<file path="config.mk">
export PLATFORM = sky130hd
export DESIGN_NAME = eifm_event_irq_flag_mask
export DESIGN_NICKNAME = d
export VERILOG_FILES = /design/src/eifm_pkg.sv /design/src/eifm_event_irq_flag_mask.sv
export SDC_FILE = /design/constraint.sdc
export NUM_CORES = 1
export LEC_CHECK = 0
export BUFFER_PORTS_ARGS = -buffer_cell sky130_fd_sc_hd__buf_2
export CAP_MARGIN = 25
export CORE_MARGIN = 2
export CORE_UTILIZATION = 36
export CTS_CLUSTER_SIZE = 25
export DETAILED_ROUTE_END_ITERATION = 10
export PLACE_DENSITY = 0.74
export REMOVE_ABC_BUFFERS = 1
export SLEW_MARGIN = 5
export SYNTH_ARGS = -nofsm -noshare
export SYNTH_HDL_FRONTEND = slang
export SYNTH_SLANG_ARGS = --single-unit
</file>
<file path="constraint.sdc">
create_clock -name clk -period 1.6 [get_ports clk]
set_input_delay 0.16 -clock clk [delete_from_list [all_inputs] [get_ports clk]]
set_output_delay 0.16 -clock clk [all_outputs]
set_load 0.05 [all_outputs]
</file>
<file path="src/eifm_pkg.sv">
// package: register map, field layout, reset values and carriers of the event flag/mask block
package eifm_pkg;

  // ************************************************************
  // register indices (byte address is four times the index)
  // ************************************************************
  localparam logic [15:0] IDX_ENABLE_A = 16'h742c;
  localparam logic [15:0] IDX_ENABLE_B = 16'h742d;
  localparam logic [15:0] IDX_ENABLE_C = 16'h742e;
  localparam logic [15:0] IDX_FLAGS_B = 16'h7430;
  localparam logic [15:0] IDX_CAP_FLAGS = 16'h7431;
  localparam logic [15:0] IDX_VECTOR_B = 16'h7433;
  localparam logic [15:0] IDX_VECTOR_C = 16'h7434;
  localparam logic [15:0] IDX_IRQ_STATUS = 16'h7440;
  localparam logic [15:0] IDX_IRQ_MASK = 16'h7441;

  // ************************************************************
  // field widths and positions
  // ************************************************************
  localparam int ENA_W = 11;
  localparam int ENB_W = 8;
  localparam int ENC_W = 4;
  localparam int FLGB_W = 3;
  localparam int FLGC_W = 4;
  localparam int VEC_W = 6;
  localparam int STS_W = 2;
  localparam int STS_GRP_B = 0;
  localparam int STS_GRP_C = 1;
  localparam int T2_UNDERFLOW_BIT = 2;
  localparam int T2_COMPARE_BIT = 1;
  localparam int T2_PERIOD_BIT = 0;

  // ************************************************************
  // reset values and vector bases
  // ************************************************************
  localparam logic [ENA_W-1:0] ENA_RESET = 11'h000;
  localparam logic [ENB_W-1:0] ENB_RESET = 8'h00;
  localparam logic [ENC_W-1:0] ENC_RESET = 4'h0;
  localparam logic [FLGB_W-1:0] FLGB_RESET = 3'h0;
  localparam logic [FLGC_W-1:0] FLGC_RESET = 4'h0;
  localparam logic [STS_W-1:0] STS_RESET = 2'h0;
  localparam logic [VEC_W-1:0] VEC_BASE_B = 6'h01;
  localparam logic [VEC_W-1:0] VEC_BASE_C = 6'h10;

  // ************************************************************
  // carriers
  // ************************************************************
  typedef struct packed {
    logic psel;
    logic penable;
    logic pwrite;
    logic [31:0] paddr;
    logic [31:0] pwdata;
  } eifm_apb_req_t;

  typedef struct packed {
    logic pready;
    logic pslverr;
    logic [31:0] prdata;
  } eifm_apb_rsp_t;

  typedef struct packed {
    logic [FLGC_W-1:0] capEvent;
    logic [FLGB_W-1:0] t2Event;
  } eifm_events_t;

  typedef struct packed {
    logic [ENA_W-1:0] enableA;
    logic [ENB_W-1:0] enableB;
    logic [ENC_W-1:0] enableC;
    logic [FLGB_W-1:0] flagsB;
    logic [FLGC_W-1:0] flagsC;
    logic [STS_W-1:0] irqStatus;
    logic [STS_W-1:0] irqMask;
    logic [31:0] rdata;
    logic errLatch;
  } eifm_state_t;

endpackage : eifm_pkg

</file>
<file path="src/eifm_event_irq_flag_mask.sv">
// module: event flag latching, enable masks, vectors and APB register slave
`timescale 1ns/1ns
module eifm_event_irq_flag_mask (
  input wire logic clk,
  input wire logic arst_n,
  input wire logic ce,
  input wire eifm_pkg::eifm_apb_req_t apbReq,
  output eifm_pkg::eifm_apb_rsp_t apbRsp,
  input wire eifm_pkg::eifm_events_t events,
  output logic irqReqB,
  output logic irqReqC,
  output logic irq
);

  // ************************************************************
  // helpers
  // ************************************************************

  // byte address of a register index
  function automatic logic [31:0] byteAddr(input logic [15:0] idx);
    byteAddr = {14'h0000, idx, 2'b00};
  endfunction : byteAddr

  // lowest set bit wins; zero when nothing pending
  function automatic logic [eifm_pkg::VEC_W-1:0] vecOf(
    input logic [3:0] pend,
    input logic [eifm_pkg::VEC_W-1:0] base
  );
    vecOf = 6'h00;
    for (int i = 3; i >= 0; i--) begin
      if (pend[i]) begin
        vecOf = base + 6'(i);
      end
    end
  endfunction : vecOf

  eifm_pkg::eifm_state_t stateQ;
  eifm_pkg::eifm_state_t stateD;

  logic setupPhase;
  logic accessDone;
  logic wrDone;
  logic [3:0] pendB;
  logic [3:0] pendC;
  logic [eifm_pkg::VEC_W-1:0] vecB;
  logic [eifm_pkg::VEC_W-1:0] vecC;
  logic [eifm_pkg::FLGB_W-1:0] newB;
  logic [eifm_pkg::FLGC_W-1:0] newC;
  logic [31:0] readVal;
  logic addrHit;

  // ************************************************************
  // bus phases
  // ************************************************************

  // no wait state: read data is sampled in setup, so access ends in the first access cycle with ce high
  assign setupPhase = apbReq.psel && !apbReq.penable && ce;
  assign accessDone = apbReq.psel && apbReq.penable && ce;
  assign wrDone = accessDone && apbReq.pwrite;

  // pending sets and vectors
  assign pendB = {1'b0, stateQ.flagsB & stateQ.enableB[eifm_pkg::FLGB_W-1:0]};
  assign pendC = stateQ.flagsC & stateQ.enableC;
  assign vecB = vecOf(pendB, eifm_pkg::VEC_BASE_B);
  assign vecC = vecOf(pendC, eifm_pkg::VEC_BASE_C);
  assign newB = events.t2Event & stateQ.enableB[eifm_pkg::FLGB_W-1:0];
  assign newC = events.capEvent & stateQ.enableC;

  // ************************************************************
  // read decode
  // ************************************************************

  // unused and reserved bits are zero-extended, so they always read zero
  always_comb begin
    readVal = 32'h0000_0000;
    addrHit = 1'b1;
    case (apbReq.paddr)
      byteAddr(eifm_pkg::IDX_ENABLE_A): readVal = 32'(stateQ.enableA);
      byteAddr(eifm_pkg::IDX_ENABLE_B): readVal = 32'(stateQ.enableB);
      byteAddr(eifm_pkg::IDX_ENABLE_C): readVal = 32'(stateQ.enableC);
      byteAddr(eifm_pkg::IDX_FLAGS_B): readVal = 32'(stateQ.flagsB);
      byteAddr(eifm_pkg::IDX_CAP_FLAGS): readVal = 32'(stateQ.flagsC);
      byteAddr(eifm_pkg::IDX_VECTOR_B): readVal = 32'(vecB);
      byteAddr(eifm_pkg::IDX_VECTOR_C): readVal = 32'(vecC);
      byteAddr(eifm_pkg::IDX_IRQ_STATUS): readVal = 32'(stateQ.irqStatus);
      byteAddr(eifm_pkg::IDX_IRQ_MASK): readVal = 32'(stateQ.irqMask);
      default: addrHit = 1'b0;
    endcase
  end

  // ************************************************************
  // next state
  // ************************************************************

  // clear first, then OR in the new events so a same-cycle event survives
  always_comb begin
    stateD = stateQ;
    if (setupPhase) begin
      stateD.rdata = readVal;
      stateD.errLatch = !addrHit;
    end
    if (wrDone && addrHit) begin
      case (apbReq.paddr)
        byteAddr(eifm_pkg::IDX_ENABLE_A): begin
          stateD.enableA = apbReq.pwdata[eifm_pkg::ENA_W-1:0];
        end
        byteAddr(eifm_pkg::IDX_ENABLE_B): begin
          stateD.enableB = apbReq.pwdata[eifm_pkg::ENB_W-1:0];
        end
        byteAddr(eifm_pkg::IDX_ENABLE_C): begin
          stateD.enableC = apbReq.pwdata[eifm_pkg::ENC_W-1:0];
        end
        byteAddr(eifm_pkg::IDX_FLAGS_B): begin
          stateD.flagsB = stateQ.flagsB & ~apbReq.pwdata[eifm_pkg::FLGB_W-1:0];
        end
        byteAddr(eifm_pkg::IDX_CAP_FLAGS): begin
          stateD.flagsC = stateQ.flagsC & ~apbReq.pwdata[eifm_pkg::FLGC_W-1:0];
        end
        byteAddr(eifm_pkg::IDX_IRQ_STATUS): begin
          stateD.irqStatus = stateQ.irqStatus & ~apbReq.pwdata[eifm_pkg::STS_W-1:0];
        end
        byteAddr(eifm_pkg::IDX_IRQ_MASK): begin
          stateD.irqMask = apbReq.pwdata[eifm_pkg::STS_W-1:0];
        end
        default: begin
          stateD.irqMask = stateD.irqMask;
        end
      endcase
    end
    // events latch whatever the enables say; the enables only gate requests
    stateD.flagsB = stateD.flagsB | events.t2Event;
    stateD.flagsC = stateD.flagsC | events.capEvent;
    stateD.irqStatus[eifm_pkg::STS_GRP_B] = stateD.irqStatus[eifm_pkg::STS_GRP_B] | (|newB);
    stateD.irqStatus[eifm_pkg::STS_GRP_C] = stateD.irqStatus[eifm_pkg::STS_GRP_C] | (|newC);
  end

  // ************************************************************
  // state register
  // ************************************************************

  // clock enable freezes everything, including the bus answer
  always_ff @(posedge clk or negedge arst_n) begin
    if (!arst_n) begin
      stateQ.enableA <= eifm_pkg::ENA_RESET;
      stateQ.enableB <= eifm_pkg::ENB_RESET;
      stateQ.enableC <= eifm_pkg::ENC_RESET;
      stateQ.flagsB <= eifm_pkg::FLGB_RESET;
      stateQ.flagsC <= eifm_pkg::FLGC_RESET;
      stateQ.irqStatus <= eifm_pkg::STS_RESET;
      stateQ.irqMask <= eifm_pkg::STS_RESET;
      stateQ.rdata <= 32'h0000_0000;
      stateQ.errLatch <= 1'b0;
    end else if (ce) begin
      stateQ <= stateD;
    end
  end

  // ************************************************************
  // outputs
  // ************************************************************
  assign apbRsp.pready = accessDone;
  assign apbRsp.pslverr = accessDone && stateQ.errLatch;
  assign apbRsp.prdata = stateQ.rdata;
  assign irqReqB = |pendB;
  assign irqReqC = |pendC;
  assign irq = |(stateQ.irqStatus & stateQ.irqMask);
endmodule : eifm_event_irq_flag_mask

</file>
==> run metrics <==
ratio of cells with drive above 1 in the final layout 45.6%; delay-heaviest family, CP simple AND/OR/NAND/NOR gates; Sw Ratio 27.1%; combinational share of power 14.6%; Int Power 1.74 mW; nets@finish 429; final hold slack 82.5 ps; Root Buffer clkbuf_8; initial core utilization 37.4%; crit-path max FO 5; I/O Pins 114; Area Growth Syn to Fin 27.3%; CP arrival 1790 ps; H-tree depth 2; CP Class in -> reg; Port Buffer Count 71; final HPWL from detailed placement 5960 um; number of iterations in the first detailed-routing pass 4; Peak Freq 0.624 GHz; Post-Route Utilization 47.7%; wirelength, routed 7650 um; Tmin final 1600 ps; Peak VDD IR 0.293 mV; Reg clk slew, reported paths 90 ps; antenna violations before repair 0; post-synthesis cell area 2740 um2; row count 31; P_sw 0.647 mW; Worst Setup End Kind register; pwr dens 682 nW/um2; min-delay src apbReq[10]; max-cap violations 0; largest stage delay on the critical path 340 ps; violated checks negative setup slack; Worst-Margin Slew 566 ps; pin count of the biggest net entering global routing 47; Clock Path Buffers 2; design area 3490 um2; CP required 1790 ps; PnR Total Power 2.38 mW; n_diodes 0; global-route wire length before repair 12300 um; DRT iter0 DRCs 212; vias per cell 5.27; crit share post-route 100%; mean area per synthesized cell 11.0 um2; Post-DP Area 3320 um2; vias 2380; Async SR Flop Fraction 100%; DRC violation count after routing 0; CP max stage cell and4_2; Leak 1.76 nW; Die H 91.3 um; register share of total power 48.7%; All-Layer GR Usage 18.8%; worst hold path type in -> reg; FF+latch area 1150 um2; count leader, synth dfrtp_1; Commonest cells post-synth 46 x dfrtp_1, 35 x buf_4, 16 x a22o_1; Fillers 699; Sinks on Clock Net 46; Die Wd 91.3 um; max-slew violations 0; worst setup path startpoint apbReq[59]; Num CTS Buffers 5; vias in the first global route 2269; Total Die Area 8340 um2; Clock Power Share 36.7%; Total Negative Setup Slacks -6.40 ps; DRT antenna net count 0; Syn. warnings 0; Post-Synthesis Cells 249; Setup crit start kind primary input; area of the multi-input gates 1380 um2; final setup fails 3; crit path cell chain buf_2, nor4_2, nand4_1, nor3_4, and4_2, mux2_2; Synth area leader dfrtp_1; Worst R2R Start stateQ[39]; latest clock arrival within the worst-skew pair 300 ps; final worst slack -3.18 ps; largest cells by area after synthesis dfrtp_1 42%, buf_4 9.6%, mux2_4 5.5%, a22o_1 5.1%, mux2_1 3.3%; Clock Skew 8.87 ps; post-synthesis sequential area ratio 42.0%; Yosys reg bits 46; total congestion overflow 0; RSZ-0062 raised after global routing true; distinct cell type count after synthesis 55; GP Congestion 0.971; Synth top area share 42.0%; top_reg_cell synth dfrtp_1; Fin. Hold Viols 0; worst path buffer plus inverter count 1; status finished with violations; Worst slew margin 62.3%; Post-synth EDFFs 0; post-DR wirelength/cell 16.9 um; core area 7330 um2; CTS tree done
power by group through the flow:
| stage | Sequential, mW | Combinational [mW] | Clock [mW] |
|---|---|---|---|
| after CTS | 1.16 | 0.344 | 0.902 |
| after global routing | 1.16 | 0.373 | 0.961 |
| final | 1.16 | 0.347 | 0.874 |
| after floorplan | 1.19 | 0.156 | 0 |
| after detailed placement | 1.18 | 0.341 | 0 |
| after global placement | 1.18 | 0.340 | 0 |
flip-flops by register name, indices dropped and copies added (netlist names):
| name | flops |
|---|---|
| apbRsp | 11 |
| stateQ | 35 |
metal layers:
layer	vias up	track usage, %	wire length (um)
li1	1104	-	-
met1	1146	25.3	3250
met2	124	29.7	3660
met3	6	5.73	684
met4	0	4.42	54
met5	-	0	0
cells in the final DEF, fill, tap and decap left out, types with 6 or more instances in the layout:
master,count
buf_2,70
buf_4,48
dfrtp_1,46
conb_1,21
a22o_1,16
nand2_1,13
mux2_4,10
nand3_1,9
mux2_2,8
mux2_1,8
nand4_1,7
nor2_1,7
a32o_1,6
layout make-up:
type,instances,area share [%]
Tap cell,99,3.55
Timing Repair Buffer,119,20.6
Inverter,1,0.107
Clock buffer,6,2.08
Sequential cell,46,33.0
Multi-Input combinational cell,179,39.6
Clock inverter,2,1.07
logic make-up after synthesis:
| logic type | after synthesis | synth area share [%] |
|---|---|---|
| compound gates | 54 | 15.9 |
| buf+inv | 45 | 12.0 |
| flops | 46 | 42.0 |
| mux | 28 | 12.8 |
| other cells | 1 | 0.137 |
| simple gates | 75 | 17.2 |
worst paths after layout:
kind                              endpoint  depth (start not counted)  slack (ps)
worst min register to register  stateQ[55]                          1         490
min in group asynchronous       stateQ[62]                          3         460
worst max-delay path            stateQ[44]                          6          -3
worst max register to register   apbRsp[1]                          6          80
worst min-delay path            stateQ[66]                          2          80
max in group asynchronous       stateQ[34]                          3         750
per-stage QoR:
stage               setup WS, ps  std cells
detailed placement          -371        441
global route               -76.0        452
global placement            -317        441
floorplan                   -421        225
finish                     -3.18        452
CTS                         13.0        451
repair_timing:
item / 4_1_cts / 5_1_grt
pin swaps: 2 / 2
endpoints found under the hold margin: 46 / 0
setup buffers: 0 / 1
setup endpoints to repair: 7 / 16
gates cloned: 1 / 0
resized for setup: 4 / 5
hold buffers: 1 / 0
No activity file was read; power rests on OpenSTA's default activity.
